<file path="config.mk">
export PLATFORM = sky130hd
export DESIGN_NAME = ext_irq_pin4_to_6_config
export DESIGN_NICKNAME = d
export VERILOG_FILES = /design/src/ext_irq_pkg.sv /design/src/pin_detect.sv /design/src/ext_irq_pin4_to_6_config.sv
export VERILOG_INCLUDE_DIRS = /design/src
export SDC_FILE = /design/constraint.sdc
export NUM_CORES = 1
export LEC_CHECK = 0
export BUFFER_PORTS_ARGS = -buffer_cell sky130_fd_sc_hd__buf_2
export CORE_ASPECT_RATIO = 1.1
export CORE_MARGIN = 10
export CORE_UTILIZATION = 47
export DETAILED_ROUTE_END_ITERATION = 10
export GPL_TIMING_DRIVEN = 0
export PLACE_DENSITY = 0.76
export SYNTH_ARGS = -nofsm -noshare
export SYNTH_HDL_FRONTEND = slang
export SYNTH_HIERARCHICAL = 1
export SYNTH_SLANG_ARGS = --single-unit
</file>
<file path="constraint.sdc">
create_clock -name aclk -period 1.6 [get_ports aclk]
set_clock_uncertainty 0.1 [all_clocks]
set_input_delay 0.16 -clock aclk [delete_from_list [all_inputs] [get_ports aclk]]
set_output_delay 0.16 -clock aclk [all_outputs]
set_load 0.1 [all_outputs]
</file>
<file path="src/ext_irq_regs.svh">
`ifndef EXT_IRQ_REGS_SVH
`define EXT_IRQ_REGS_SVH

// ---------------------------------------------------------------
// Register byte offsets
// ---------------------------------------------------------------
`define OFS_CONFIG 8'h24
`define OFS_CLEAR 8'h30
`define OFS_STATUS 8'h34
`define OFS_MASK 8'h38
`define OFS_PINS 8'h3c

// ---------------------------------------------------------------
// Field positions in the configuration and clear registers
// ---------------------------------------------------------------
`define P4_MODE_LSB 0
`define P4_EN_BIT 3
`define P5_MODE_LSB 4
`define P5_EN_BIT 7
`define P6_MODE_LSB 8
`define P6_EN_BIT 11
`define CLR_P4_BIT 4
`define CLR_P5_BIT 5
`define CLR_P6_BIT 6

// ---------------------------------------------------------------
// Reset values
// ---------------------------------------------------------------
`define CONFIG_RESET 16'h0000
`define MASK_RESET 3'h0

`endif

</file>
<file path="src/ext_irq_pkg.sv">
`default_nettype none
package ext_irq_pkg;
	// Detection modes as stored in a three-bit field
	typedef enum logic [2:0] {
		MODE_RISE = 3'h0,
		MODE_FALL = 3'h1,
		MODE_BOTH = 3'h2,
		MODE_HIGH = 3'h3,
		MODE_LOW = 3'h4,
		MODE_FALL_ALT = 3'h5,
		MODE_BOTH_ALT = 3'h6,
		MODE_HIGH_ALT = 3'h7
	} detect_mode_t;

	// Per-pin configuration
	typedef struct packed {
		logic enable;
		detect_mode_t mode;
	} pin_cfg_t;

	// AXI4-Lite request side
	typedef struct packed {
		logic awvalid;
		logic [7:0] awaddr;
		logic wvalid;
		logic [31:0] wdata;
		logic [3:0] wstrb;
		logic bready;
		logic arvalid;
		logic [7:0] araddr;
		logic rready;
	} axil_req_t;

	// AXI4-Lite answer side
	typedef struct packed {
		logic awready;
		logic wready;
		logic bvalid;
		logic [1:0] bresp;
		logic arready;
		logic rvalid;
		logic [31:0] rdata;
		logic [1:0] rresp;
	} axil_rsp_t;

	// Slave-side write states, one-hot
	typedef enum logic [2:0] {
		WR_IDLE = 3'b001,
		WR_COLLECT = 3'b010,
		WR_RESP = 3'b100
	} wr_state_t;
endpackage
`default_nettype wire

</file>
<file path="src/pin_detect.sv">
`default_nettype none
module pin_detect (
	input wire logic aclk,
	input wire logic aresetn,
	input wire logic pin,
	input wire ext_irq_pkg::pin_cfg_t cfg,
	output logic hit
);
	import ext_irq_pkg::*;

	typedef struct packed {
		logic sync1;
		logic sync2;
		logic last;
	} det_state_t;

	det_state_t s_q;
	det_state_t s_d;
	logic rise;
	logic fall;

	// ---------------------------------------------------------------
	// Synchroniser and edge history
	// ---------------------------------------------------------------
	// Only sync2 reads sync1; edges are taken from sync2 and last
	always_comb begin
		s_d = s_q;
		s_d.sync1 = pin;
		s_d.sync2 = s_q.sync1;
		s_d.last = s_q.sync2;
	end

	always_ff @(posedge aclk) begin
		if (!aresetn) begin
			s_q <= '0;
		end else begin
			s_q <= s_d;
		end
	end

	// ---------------------------------------------------------------
	// Mode decode; codes 5 to 7 alias lower ones
	// ---------------------------------------------------------------
	assign rise = s_q.sync2 & ~s_q.last;
	assign fall = ~s_q.sync2 & s_q.last;

	always_comb begin
		case (cfg.mode)
			MODE_RISE: hit = rise;
			MODE_FALL, MODE_FALL_ALT: hit = fall;
			MODE_BOTH, MODE_BOTH_ALT: hit = rise | fall;
			MODE_HIGH, MODE_HIGH_ALT: hit = s_q.sync2;
			MODE_LOW: hit = ~s_q.sync2;
			default: hit = 1'b0;
		endcase
		hit = hit & cfg.enable;
	end
endmodule // pin_detect
`default_nettype wire

</file>
<file path="src/ext_irq_pin4_to_6_config.sv">
// Decided for this implementation: the register addresses and the AXI4-Lite register port.
`include "ext_irq_regs.svh"
`default_nettype none
module ext_irq_pin4_to_6_config #(
	parameter int NUM_PINS = 3
) (
	input wire logic aclk,
	input wire logic aresetn,
	input wire logic s_axi_awvalid,
	output logic s_axi_awready,
	input wire logic [7:0] s_axi_awaddr,
	input wire logic s_axi_wvalid,
	output logic s_axi_wready,
	input wire logic [31:0] s_axi_wdata,
	input wire logic [3:0] s_axi_wstrb,
	output logic s_axi_bvalid,
	input wire logic s_axi_bready,
	output logic [1:0] s_axi_bresp,
	input wire logic s_axi_arvalid,
	output logic s_axi_arready,
	input wire logic [7:0] s_axi_araddr,
	output logic s_axi_rvalid,
	input wire logic s_axi_rready,
	output logic [31:0] s_axi_rdata,
	output logic [1:0] s_axi_rresp,
	input wire logic [NUM_PINS-1:0] gpio_in,
	output logic wake,
	output logic irq
);
	import ext_irq_pkg::*;

	// ---------------------------------------------------------------
	// State
	// ---------------------------------------------------------------
	typedef struct packed {
		logic [15:0] config_reg;
		logic [NUM_PINS-1:0] pending;
		logic [NUM_PINS-1:0] mask;
		wr_state_t wr_state;
		logic have_aw;
		logic have_w;
		logic [7:0] waddr;
		logic [31:0] wdata;
		logic [3:0] wstrb;
		logic [1:0] bresp;
		logic rvalid;
		logic [31:0] rdata;
		logic [1:0] rresp;
	} top_state_t;

	top_state_t s_q;
	top_state_t s_d;
	pin_cfg_t cfg [NUM_PINS];
	logic [NUM_PINS-1:0] hit;
	logic [NUM_PINS-1:0] clr;
	logic [NUM_PINS-1:0] pin_level;
	logic [31:0] wmask;
	logic do_write;

	// ---------------------------------------------------------------
	// Field extraction
	// ---------------------------------------------------------------
	assign cfg[0] = pin_cfg_t'(s_q.config_reg[`P4_EN_BIT:`P4_MODE_LSB]);
	assign cfg[1] = pin_cfg_t'(s_q.config_reg[`P5_EN_BIT:`P5_MODE_LSB]);
	assign cfg[2] = pin_cfg_t'(s_q.config_reg[`P6_EN_BIT:`P6_MODE_LSB]);

	// ---------------------------------------------------------------
	// Detectors, one per pin
	// ---------------------------------------------------------------
	for (genvar i = 0; i < NUM_PINS; i++) begin : g_det
		pin_detect u_det (
			.aclk(aclk),
			.aresetn(aresetn),
			.pin(gpio_in[i]),
			.cfg(cfg[i]),
			.hit(hit[i])
		);
	end

	// Raw pin level read back for debug, straight from the port
	assign pin_level = gpio_in;

	// Byte-lane mask from write strobes
	always_comb begin
		for (int b = 0; b < 4; b++) begin
			wmask[b*8 +: 8] = {8{s_q.wstrb[b]}};
		end
	end

	assign do_write = s_q.wr_state == WR_COLLECT && s_q.have_aw && s_q.have_w;

	// Clear pulse only; nothing is stored, so the bit reads back zero
	assign clr = (do_write && s_q.waddr == `OFS_CLEAR && s_q.wstrb[0]) ?
		s_q.wdata[`CLR_P6_BIT:`CLR_P4_BIT] : '0;

	// ---------------------------------------------------------------
	// Next-state logic
	// ---------------------------------------------------------------
	always_comb begin
		s_d = s_q;
		// Write channel: gather address and data in either order
		case (s_q.wr_state)
			WR_IDLE: begin
				s_d.have_aw = 1'b0;
				s_d.have_w = 1'b0;
				s_d.wr_state = WR_COLLECT;
			end
			WR_COLLECT: begin
				if (s_axi_awvalid && !s_q.have_aw) begin
					s_d.have_aw = 1'b1;
					s_d.waddr = s_axi_awaddr;
				end
				if (s_axi_wvalid && !s_q.have_w) begin
					s_d.have_w = 1'b1;
					s_d.wdata = s_axi_wdata;
					s_d.wstrb = s_axi_wstrb;
				end
				if (do_write) begin
					s_d.bresp = 2'b00;
					case (s_q.waddr)
						`OFS_CONFIG: begin
							s_d.config_reg = (s_q.config_reg & ~wmask[15:0]) |
								(s_q.wdata[15:0] & wmask[15:0]);
						end
						`OFS_MASK: begin
							if (s_q.wstrb[0]) begin
								s_d.mask = s_q.wdata[NUM_PINS-1:0];
							end
						end
						`OFS_STATUS, `OFS_CLEAR, `OFS_PINS: begin
						end
						default: s_d.bresp = 2'b10;
					endcase
					s_d.have_aw = 1'b0;
					s_d.have_w = 1'b0;
					s_d.wr_state = WR_RESP;
				end
			end
			WR_RESP: begin
				if (s_axi_bready) begin
					s_d.wr_state = WR_COLLECT;
				end
			end
			default: s_d.wr_state = WR_IDLE;
		endcase

		// Write-one-to-clear on status, or on the clear register;
		// a detection in the same cycle wins so no event is lost
		if (do_write && s_q.waddr == `OFS_STATUS && s_q.wstrb[0]) begin
			s_d.pending = s_q.pending & ~s_q.wdata[NUM_PINS-1:0];
		end else begin
			s_d.pending = s_q.pending & ~clr;
		end
		s_d.pending = s_d.pending | hit;

		// Read channel: one read in flight
		if (s_q.rvalid) begin
			if (s_axi_rready) begin
				s_d.rvalid = 1'b0;
			end
		end else if (s_axi_arvalid) begin
			s_d.rvalid = 1'b1;
			s_d.rresp = 2'b00;
			s_d.rdata = '0;
			case (s_axi_araddr)
				`OFS_CONFIG: s_d.rdata[15:0] = s_q.config_reg;
				`OFS_CLEAR: s_d.rdata = '0;
				`OFS_STATUS: s_d.rdata[NUM_PINS-1:0] = s_q.pending;
				`OFS_MASK: s_d.rdata[NUM_PINS-1:0] = s_q.mask;
				`OFS_PINS: s_d.rdata[NUM_PINS-1:0] = pin_level;
				default: s_d.rresp = 2'b10;
			endcase
		end
	end

	// ---------------------------------------------------------------
	// State register
	// ---------------------------------------------------------------
	always_ff @(posedge aclk) begin
		if (!aresetn) begin
			s_q <= '0;
			s_q.config_reg <= `CONFIG_RESET;
			s_q.mask <= `MASK_RESET;
			s_q.wr_state <= WR_IDLE;
		end else begin
			s_q <= s_d;
		end
	end

	// ---------------------------------------------------------------
	// Outputs
	// ---------------------------------------------------------------
	assign s_axi_awready = s_q.wr_state == WR_COLLECT && !s_q.have_aw;
	assign s_axi_wready = s_q.wr_state == WR_COLLECT && !s_q.have_w;
	assign s_axi_bvalid = s_q.wr_state == WR_RESP;
	assign s_axi_bresp = s_q.bresp;
	assign s_axi_arready = !s_q.rvalid;
	assign s_axi_rvalid = s_q.rvalid;
	assign s_axi_rdata = s_q.rdata;
	assign s_axi_rresp = s_q.rresp;

	// Wake follows any pending flag; enables gate what can become pending
	assign wake = |s_q.pending;
	assign irq = |(s_q.pending & s_q.mask);
endmodule // ext_irq_pin4_to_6_config
`default_nettype wire

</file>
======== Word level (Yosys, flattened, before mapping) ========
Cells that the tools add are included.
word-level totals
  bits in registers ....................... 83
  logic and storage cells ................. 146
cells by class
  equality and inequality tests ........... 38
  multiplexer cells ....................... 18
  bitwise operators ....................... 29
  reduce and logical (&&, ||, !) cells .... 39
operators with widths
  operator                                                                number
  8-bit by 6-bit equality test with 1-bit output (second input constant)  10
  3-bit equality test (second input constant)                             13
  35-bit two-way mux                                                      1
  16-bit bitwise AND                                                      2
  3-bit by 2-bit equality test with 1-bit output (second input constant)  7
  2-bit OR reduction                                                      9
  16-bit NOT                                                              1
  16-bit OR                                                               1
  1-bit case mux with 5 select lines                                      3
  2-bit AND reduction                                                     7
  13-bit two-way mux                                                      1
  3-bit by 1-bit equality test with 1-bit output (second input constant)  4
  3-bit case mux with 4 select lines                                      1
  1-bit logical AND                                                       10
  5-bit OR reduction                                                      2
  1-bit bitwise AND                                                       9
  3-bit bitwise AND                                                       3
  3-bit logical NOT                                                       3
  3-bit two-way mux                                                       3
  3-bit case mux with 3 select lines                                      1
  1-bit NOT                                                               7
  3-bit by 2-bit != test with 1-bit output (second input constant)        2
  3-bit NOT                                                               2
  3-bit OR reduction                                                      2
  12 further kinds                                                        20

======== Depth between registers and ports, before layout ========
Gate-level depths: netlist of the first run.
  depth after elaboration ................. 10
  gate-level depth with buffers ........... 7
  depth with buffers taken out ............ 7

======== Hierarchy ========
Netlist of the first run, hierarchy kept.
by module, submodules not included
  module                    times used  cells each  area each (sq um)  sequential area each (sq um)
  ext_irq_pin4_to_6_config  1           354         3382.0             1441.4
  pin_detect                3           16          153.9              60.1

======== Worst setup path before layout of the first run ========
No wires, ideal clock.
  path kind ............................... register to output
  start ................................... register s_q[83] in the netlist's numbering
  end ..................................... output port s_axi_awready
  arrival ................................. 1.980 ns
  required time ........................... 1.340 ns
  path slack .............................. -0.640 ns
  cell stages (with the launch flop) ...... 5
  path buffers ............................ 1
  path through ............................ dfxtp_1 -> buf_2 -> nor2_4 -> nand2_1 -> nor2_1
on the way
  word-level cells in the longest chain between the ends .. 2
ends and longest elaborated chain
  what                                            line                             text
  start, declared                                 ext_irq_pin4_to_6_config.sv:51   top_state_t s_q;
  3-bit by 2-bit equality test with 1-bit output  ext_irq_pin4_to_6_config.sv:193  assign s_axi_awready = s_q.wr_state == WR_COLLECT && !s_q.have_aw;
  1-bit logical AND                               ext_irq_pin4_to_6_config.sv:193
  end, declared                                   ext_irq_pin4_to_6_config.sv:10   output logic s_axi_awready,
Every way passes these cells.

======== Worst setup path after layout of the first run ========
Ends and elaborated chain as after synthesis.

==> metrics.cfg, run 1 <==
[place]
placed_cells = 594
pre_cts_ws_ns = -0.290
place_area_mm2 = 0.00445
dp_hpwl_um = 6630
place.gp.congestion = 0.836
port_buffers = 67

[synth]
synth_top_flop_cell = dfxtp_1
synth_area_per_cell_um2 = 9.56
synth.area.top_cells = dfxtp_1 42%, mux2i_1 15%, buf_4 7.6%, nor2b_1 7.3%, nand2_1 4.4%
yosys.area_share.simple_pct = 19.7
synth_top_family_by_area = simple AND/OR/NAND/NOR gates
synth_edf_count = 0
yosysSeqAreaShare_pct = 42.2
synth_warnings = 6
postSynth.asyncResetShare_pct = 0
synthXorXnorAreaFrac_pct = 0
synth.top_cell.area_share_pct = 42.2
synth_top_cell_by_area = dfxtp_1
netlist_area_mm2 = 0.00384
ys_types = 46
synth_fa_ha_area_share_pct = 1.95
synth_compound_area_share_pct = 9.73
muxShareOfSynthArea_pct = 14.8
synthCells = 402
ys_seq_elements = 81

[worst_setup_path]
r2r_end = s_q[91]
r2r_setup_slack_ns = 0.03
worst-setup-path-type = register to output pin
cp.required_ns = 1.34
critical_path_arrival_ns = 1.37
critPathLaunchType = register
r2r_start = s_q[82]
worstPathMaxFanout = 4
critPathCaptureType = output pin
reg2regPathDepth = 4

[global_routing]
grt_max_degree = 14
antenna_found_initial = 0
grt_pass1_vias = 3135
grtUsageTotal_pct = 14.6
grt_pass1_wl_um = 14700
grt-ovfl-total = 0

[floorplan]
chipHeight_um = 115
core_area_mm2 = 0.00796
num_rows = 34
die_area_mm2 = 0.0122
start_util_pct = 48.3
die_width_um = 106
ios = 105

[clock_network]
root_buffer = clkbuf_8
clkTransAtPathRegs_ns = 0.08
cts_sinks = 81
htree_levels = 3
clk_path_buf_depth = 2
cts_buffers = 9
cts_tree = built
clk-insertion-delay-late_ns = 0.35

[finish]
mostFrequentLayoutCell = dfxtp_1
drive_gt1_share_pct = 33.1
final_area_mm2 = 0.00524
synthToLayoutAreaGrowth_pct = 36.3
final_cell_mix = 72 x dfxtp_1, 63 x buf_2, 57 x mux2i_1, 51 x buf_4, 45 x nor2b_1
fillers = 638
final_nets = 603
multi_input_area_mm2 = 0.00197
diodes = 0
final_cells = 648
ff_latch_area_mm2 = 0.00165

[pwr]
vdd_ir_drop_max_mv = 0.515
switching_share_pct = 26.5
p_clk_share_pct = 39.1
p_sw_mw = 1.24
power_density_mw_per_mm2 = 893
combinationalPowerShare_pct = 16.3
p_total_mw = 4.68
internal_power_mw = 3.44
leakagePower_nw = 2.36
p_seq_share_pct = 44.6

[min_path]
whs_endpoint = s_q[41]
hp-start = s_axi_wdata[0]
hold_depth = 3
hold_path_class = input port to register

[timing]
setup-violations-final = 3
finalHoldViolCount = 0
drv_slew = 0
setup_ws_ns = -0.0341
worst_pin_slew_ns = 0.542
grt_setup_unrepaired = true
min_period_ns = 1.63
fin_crit_sh_pct = 102
max_freq_mhz = 612
maxSlewHeadroom_pct = 63.8

[routing]
dr.pass1.iters = 4
avgViaCountPerCell = 4.85
wl_um = 9260
antenna_left = 0
num_vias = 3144
wire_per_inst_um = 14.3
drtIter0Drc = 118
drc = 0

[run]
cap_violations = 0

[status]
status = finished with violations
violations = negative setup slack

[routing by layer]
metal	vias up	share of wire, %	GRT usage, %
li1	1579	-	-
met1	1447	42	16.3
met2	103	49	25.2
met3	15	6.8	4.59
met4	0	2.6	6.23
met5	-	0	0
[layout make-up]
| cell class | count | area share [%] |
|---|---|---|
| clock buffers | 13 | 3.63 |
| multi-input cells | 269 | 37.6 |
| repair buffers | 109 | 15.2 |
| flip-flops and latches | 81 | 31.4 |
| well taps | 108 | 2.58 |
| inverters | 12 | 0.860 |
| plain buffers | 53 | 7.43 |
| clock inverters | 3 | 1.29 |
[worst max-delay path by stage]
stage,startpoint,end,slack (ns),depth (start not counted)
after floorplan,s_q[83],s_axi_awready,-0.20,4
after global placement,aresetn,register,-0.20,6
after detailed placement,aresetn,register,-0.29,6
after CTS,s_q[85],register,-0.06,5
after global routing,s_q[86],irq,-0.11,3
final,s_q[83],s_axi_awready,-0.03,5
[power groups by stage]
stage	Combinational [mW]	Sequential, mW	Clock [mW]
after floorplan	0.507	2.13	0
final	0.764	2.08	1.83
after global routing	0.810	2.09	1.94
after CTS	0.719	2.08	1.85
after global placement	0.630	2.13	0
after detailed placement	0.640	2.13	0
[metrics by stage]
stage	utilization, %	setup TNS (ns)	hold WS (ns)
after detailed placement	56.0	-7.98	0.292
after global routing	65.9	-0.889	0.0110
after global placement	56.0	-5.95	0.293
after CTS	64.6	-0.429	0.00427
after floorplan	-	-1.16	0.182
final	65.9	-0.0838	0.0187
[cells in the mapped netlist, drive strengths merged, types with 2 or more instances]
cell type	instances
a32o	3
a22oi	13
a22o	2
a21boi	2
a21o	2
clkbuf	11
buf	45
nor3b	3
nand2	45
nand3	2
mux2i	57
and2	10
o22ai	3
o21a	2
o21ai	8
nor4	2
o311a	3
inv	12
nor2b	45
nor2	10
nand2b	3
dfxtp	81
a21oi	9
nor3	3
and3	3
a211oi	4
ha	6
[kinds of logic after synthesis]
family,count (synthesis)
and+or+nand+nor,135
DFF,81
buffers and inverters,69
muxes,57
AOI/OAI and AO/OA,53
adders and majority gates,6
other,1
[worst max-delay path, cell delays in order, from the launching register on]
cell and delay, ns:
dfxtp_4 0.36, nor2_4 0.16, buf_6 0.15, nand2_8 0.07
nor2_4 0.11, buf_12 0.18
[repair_timing]
item | in CTS | in global routing
resized for setup | 39 | 16
hold buffers | 28 | 0
hold endpoints to repair | 27 | 0
endpoints found under the setup margin | 55 | 59
pin swaps | 6 | 9
buffers inserted | 5 | 8
cloned | 1 | 0
(Power assumes the default switching activity.)
==> run 2, diff against run 1 <==
- GPL_TIMING_DRIVEN: 0 -> 1
- HOLD_SLACK_MARGIN: default -> 0.08
==> metrics.cfg, run 2 (synthesis gave the netlist of run 1 again) <==
[status]
status = finished with violations
violations = negative setup slack

[finish]
drive_gt1_share_pct = 28.9  ; -4.2 points
fillers = 671  ; +5.2%
ff_latch_area_mm2 = 0.00163  ; -0.68%
final_nets = 568  ; -5.8%
diodes = 0  ; unchanged
multi_input_area_mm2 = 0.00198  ; +0.51%
final_cell_mix = 73 x dfxtp_1, 62 x buf_2, 57 x mux2i_1, 45 x nor2b_1, 44 x nand2_1
mostFrequentLayoutCell = dfxtp_1
synthToLayoutAreaGrowth_pct = 30.1

[pwr]
power_density_mw_per_mm2 = 839  ; -6.1%
p_clk_share_pct = 32.7  ; -6.4 points
combinationalPowerShare_pct = 17.5  ; +1.2 points
p_seq_share_pct = 49.7  ; +5.1 points
switching_share_pct = 29.3  ; +2.8 points
vdd_ir_drop_max_mv = 0.489  ; -5.0%
leakagePower_nw = 2.18  ; -7.4%
internal_power_mw = 2.97  ; -14%
p_total_mw = 4.19  ; -10%
p_sw_mw = 1.23  ; -0.97%

[floorplan]
num_rows = 34  ; unchanged
start_util_pct = 48.3  ; unchanged
core_area_mm2 = 0.00796  ; unchanged
chipHeight_um = 115  ; unchanged
die_area_mm2 = 0.0122  ; unchanged
die_width_um = 106  ; unchanged
ios = 105  ; unchanged

[min_path]
hp-start = s_axi_araddr[5]
hold_path_class = input port to register

[worst_setup_path]
timing.critical_path.from = s_q[86]
crit_path_cell_trace = a222oi_1, inv_1, buf_6
critical_path_arrival_ns = 1.39  ; +0.02 ns
worst-setup-path-type = register to output pin
cpPeakStageDelay_ns = 0.41  ; +0.05 ns
worst-path-buf-inv = 2  ; unchanged
worstPathMaxFanout = 3  ; -1
critPathCaptureType = output pin
r2r_start = s_q[84]
critPathLaunchType = register
cp_top_family = compound AO/OA/AOI/OAI gates
cp.required_ns = 1.34  ; about the same
slowest_stage = a222oi_1

[global_routing]
grt_pass1_vias = 3093  ; -1.3%
grt-ovfl-total = 0  ; unchanged
grtUsageTotal_pct = 14.1  ; -0.51 points
grt_pass1_wl_um = 14500  ; -1.2%
antenna_found_initial = 0  ; unchanged
grt_max_degree = 48  ; +34

[timing]
max_freq_mhz = 606  ; -1.0%
min_period_ns = 1.65  ; +0.0165 ns
fin_crit_sh_pct = 103  ; +1.0 points
finalHoldViolCount = 0  ; unchanged
drv_slew = 0  ; unchanged
whs_ns = 0.177  ; +0.158 ns
fin_tns_setup_ns = -0.275  ; -0.191 ns
setup-violations-final = 11  ; +8
grt_setup_unrepaired = true
setup_ws_ns = -0.0506  ; -0.0165 ns

[routing]
wl_um = 8880  ; -4.2%
antenna_left = 0  ; unchanged
drtIter0Drc = 96  ; -19%
dr.pass1.iters = 4  ; unchanged
avgViaCountPerCell = 4.94  ; +1.8%
wire_per_inst_um = 14.5  ; +1.3%
drc = 0  ; unchanged
num_vias = 3029  ; -3.7%

[clock_network]
cts_buffers = 9  ; unchanged
cts_tree = built
clk_path_buf_depth = 2  ; unchanged
cts_sinks = 81  ; unchanged
clk-insertion-delay-late_ns = 0.34  ; about the same
htree_levels = 3  ; unchanged
root_buffer = clkbuf_8
clkTransAtPathRegs_ns = 0.08  ; about the same

[place]
pre_cts_ws_ns = -0.0777  ; +0.212 ns
dp_hpwl_um = 6170  ; -6.9%
place.gp.congestion = 0.847  ; +1.4%
port_buffers = 68  ; +1.5%

[run]
cap_violations = 0  ; unchanged

## run 2: changes by cell type in the layout (fill, tap and decap cells not counted), moves of 2 or more
cell	previous run	this run
dfxtp_2	4	7
clkbuf_1	7	1
clkinvlp_4	1	3
buf_12	4	9
dlygate4sd3_1	28	31
buf_4	51	20
bufinv_16	2	0
buf_6	6	3
dfxtp_4	5	1
## run 2: cell type report
cell class	instances	share of cell area (%)
Clock buffer	12	3.10
Clock inverter	4	0.550
Inverter	12	0.901
Timing Repair Buffer	127	20.4
Multi-Input combinational cell	269	39.6
Tap cell	108	2.70
Sequential cell	81	32.7
## run 2: path summary, 6_finish.rpt
check	end	slack, ns	cells after the start
setup / recovery	irq	-0.05	3
hold / removal	s_axi_rresp[1]	0.18	4
setup reg to reg	register	-0.04	5
hold reg to reg	g_det[0].u_det/s_d[0]	0.34	1
## run 2: routing by layer
metal | share of wire [%] | routed length, um | global-route usage (%)
met1 | 43 | 3770 | 15.8
met4 | 1.3 | 117 | 4.43
met3 | 7.4 | 655 | 4.92
met5 | 0 | 0 | 0
met2 | 49 | 4330 | 24.6
## run 2: per-stage QoR
| stage | std cells | cell area [um2] | utilization [%] |
|---|---|---|---|
| 6_report | 613 | 5000 | 62.9 |
| 5_1_grt | 613 | 5000 | 62.9 |
| 4_1_cts | 606 | 4850 | 61.0 |
| 3_5_place_dp | 558 | 4330 | 54.4 |
| 3_3_place_gp | 558 | 4330 | 54.4 |
| 2_1_floorplan | 419 | 3980 | - |
## run 2: repair_timing
| action | 4_1_cts | 5_1_grt |
|---|---|---|
| resized for setup | 7 | 22 |
| cloned | 0 | 1 |
| endpoints found under the setup margin | 16 | 25 |
| hold buffers | 32 | 0 |
| buffers inserted | 0 | 7 |
| hold endpoints to repair | 31 | 0 |
| pin swaps | 4 | 9 |
## run 2: worst register-to-register path, delay by kind of cell, from the launching register on
kind,cells,cell delay (ns)
buffers and inverters,1,0.23
flip-flops,1,0.36
multiplexers,1,0.20
AND/OR/NAND/NOR,3,0.68
## run 2: power by group through the flow
stage / sequential, mW / clock [mW] / combinational (mW)
2_1_floorplan: 2.13 / 0 / 0.507
3_3_place_gp: 2.13 / 0 / 0.616
3_5_place_dp: 2.13 / 0 / 0.626
4_1_cts: 2.08 / 1.40 / 0.694
5_1_grt: 2.09 / 1.49 / 0.781
6_report: 2.09 / 1.37 / 0.736
==> run 3, diff against run 2 <==
- CORE_UTILIZATION: 47 -> 48
- SYNTH_HIERARCHICAL: 1 -> default
==> metrics.cfg, run 3 <==
[status]
status = finished with violations
violations = negative setup slack

[worst_setup_path]
critPathCaptureType = register
reg2regPathDepth = 6  ; +1
worstPathMaxFanout = 8  ; +5
r2r_start = s_q[74]
critPathLaunchType = register
critical_path_arrival_ns = 2.11  ; +0.72 ns
timing.critical_path.from = s_q[74]
worst-setup-path-type = register to register
r2r_setup_slack_ns = -0.35  ; -0.31 ns
cp.required_ns = 1.75  ; +0.41 ns

[finish]
fillers = 606  ; -9.7%
mostFrequentLayoutCell = dfxtp_1
synthToLayoutAreaGrowth_pct = 35.1
final_area_mm2 = 0.00544  ; +8.7%
drive_gt1_share_pct = 36.1  ; +7.2 points
final_cell_mix = 70 x dfxtp_1, 63 x buf_2, 38 x buf_4, 32 x dlygate4sd3_1, 30 x nand2_1
final_core_util_pct = 67.6  ; +4.8 points
diodes = 0  ; unchanged
final_nets = 646  ; +14%

[global_routing]
antenna_found_initial = 0  ; unchanged
grt_pass1_vias = 3570  ; +15%
grt_max_degree = 51  ; +6.3%
grtUsageTotal_pct = 16.4  ; +2.3 points
grt_pass1_wl_um = 16800  ; +16%
grt-ovfl-total = 0  ; unchanged

[run]
cap_violations = 0  ; unchanged

[clock_network]
cts_sinks = 81  ; unchanged
cts_buffers = 9  ; unchanged
clkTransAtPathRegs_ns = 0.09  ; about the same
htree_levels = 3  ; unchanged
cts_tree = built
root_buffer = clkbuf_8
clk-insertion-delay-late_ns = 0.35  ; about the same
clk_path_buf_depth = 2  ; unchanged

[synth]
ys_types = 52  ; +13%
synth_warnings = 0  ; -6
yosys-top-cells-count = 81 x dfxtp_1, 47 x nand2_1, 39 x buf_4
synth_top_cell_by_area = dfxtp_1
synth_top_flop_cell = dfxtp_1
synth.top_cell.area_share_pct = 40.3  ; -1.9 points
yosysSeqAreaShare_pct = 40.3  ; -1.9 points
netlist_area_mm2 = 0.00402  ; +4.7%
postSynth.asyncResetShare_pct = 0  ; unchanged
synth_edf_count = 0  ; unchanged
ys_seq_elements = 81  ; unchanged
synth.most_common_cell = dfxtp_1
synth_area_per_cell_um2 = 8.90  ; -6.9%
synth.area.top_cells = dfxtp_1 40%, buf_4 7.3%, ha_1 5.6%, nand2_1 4.4%, a21oi_1 4.4%
synthCells = 452  ; +12%

[place]
dp_hpwl_um = 6990  ; +13%
place_area_mm2 = 0.00455  ; +5.1%
place.gp.congestion = 0.831  ; -1.9%
pre_cts_ws_ns = -0.344  ; -0.267 ns
port_buffers = 68  ; unchanged

[min_path]
hold_path_class = input port to register

[timing]
fin_crit_sh_pct = 122  ; +19 points
min_period_ns = 1.95  ; +0.303 ns
maxSlewHeadroom_pct = 31.8
setup_ws_ns = -0.353  ; -0.303 ns
drv_slew = 0  ; unchanged
whs_ns = 0.0950  ; -0.0816 ns
grt_setup_unrepaired = true
worst_pin_slew_ns = 1.02
setup-violations-final = 43  ; +32
finalHoldViolCount = 0  ; unchanged
max_freq_mhz = 512  ; -16%

[routing]
drtIter0Drc = 164  ; +71%
drc = 0  ; unchanged
avgViaCountPerCell = 5.22  ; +5.6%
dr.pass1.iters = 4  ; unchanged
antenna_left = 0  ; unchanged
wl_um = 11000  ; +24%
num_vias = 3544  ; +17%
wire_per_inst_um = 16.3  ; +12%

[floorplan]
chipHeight_um = 116  ; +1.0%
die_width_um = 107  ; +1.0%
ios = 105  ; unchanged
start_util_pct = 50.0  ; +1.7 points
die_area_mm2 = 0.0124  ; +2.0%
core_area_mm2 = 0.00804  ; +1.1%
num_rows = 34  ; unchanged

[pwr]
leakagePower_nw = 2.39  ; +9.6%
vdd_ir_drop_max_mv = 0.465  ; -4.8%
power_density_mw_per_mm2 = 789  ; -5.9%

==> run 3: area by class of cell <==
cell class | count | area [um2] | area share, %
Timing Repair Buffer | 149 | 1170 | 21.6
Sequential cell | 81 | 1640 | 30.1
Inverter | 17 | 63.8 | 1.17
Clock buffer | 12 | 176 | 3.25
Tap cell | 108 | 135 | 2.49
Multi-Input combinational cell | 308 | 2230 | 41.0
Clock inverter | 4 | 23.8 | 0.437
==> run 3: power by group <==
group	switching, mW	internal, mW
sequential	0.0261	2.05
clock	0.747	0.738
combinational	0.488	0.234
total	1.26	3.03
==> run 3: worst min-delay path by stage <==
stage / from / to / slack (ns) / cells after the start
global placement: s_axi_awaddr[5] / s_q[78] / 0.29 / 3
finish: s_axi_araddr[2] / s_axi_rdata[2] / 0.1 / 3
floorplan: gpio_in[0] / g_det[0].u_det.s_d[1] / 0.18 / 1
CTS: s_axi_araddr[2] / s_axi_rdata[2] / 0.09 / 3
detailed placement: gpio_in[1] / g_det[1].u_det.s_d[1] / 0.30 / 2
global route: s_axi_araddr[6] / s_axi_rresp[1] / 0.14 / 4
==> run 3: logic make-up (layout without fill, tap and decap cells) <==
| family | after synthesis | in the layout | synth area share [%] |
|---|---|---|---|
| buffers and inverters | 80 | 182 | 12.5 |
| other | 1 | 18 | 0.0932 |
| flip-flops | 81 | 81 | 40.3 |
| multiplexers | 11 | 11 | 2.74 |
| AO/OA/AOI/OAI | 112 | 112 | 18.5 |
| adder cells (fa/ha/maj) | 18 | 18 | 5.60 |
| AND/OR/NAND/NOR | 149 | 149 | 20.3 |
==> run 3: repair_timing <==
item / in CTS / in global routing
endpoints found under the hold margin: 33 / 0
gates resized for setup: 21 / 54
hold buffers: 32 / 0
gates cloned: 1 / 3
setup endpoints to repair: 47 / 55
pin swaps: 12 / 41
setup buffers: 2 / 4
==> run 3: stage by stage <==
step | setup TNS (ns) | instances | power [mW]
6_report | -11.15 | 679 | 4.29
4_1_cts | -10.46 | 672 | 4.24
3_3_place_gp | -9.66 | 621 | 2.71
2_1_floorplan | -7.76 | 469 | 2.62
3_5_place_dp | -11.74 | 621 | 2.72
5_1_grt | -13.59 | 679 | 4.43
==> run 3: worst max-delay path, cell delays in order, from the launching register on <==
cell and delay, ns:
dfxtp_2 0.33, or4b_4 0.59, nor4_4 0.23, buf_6 0.18, clkbuf_16 0.15, a21boi_1 0.07, o21a_1 0.20
==> run 3: routing by layer <==
metal,vias up,track usage [%],routed length [um]
met5,-,0,0
met1,1671,19.0,4520
met2,109,27.8,5560
met3,19,4.33,727
li1,1745,-,-
met4,0,7.23,234
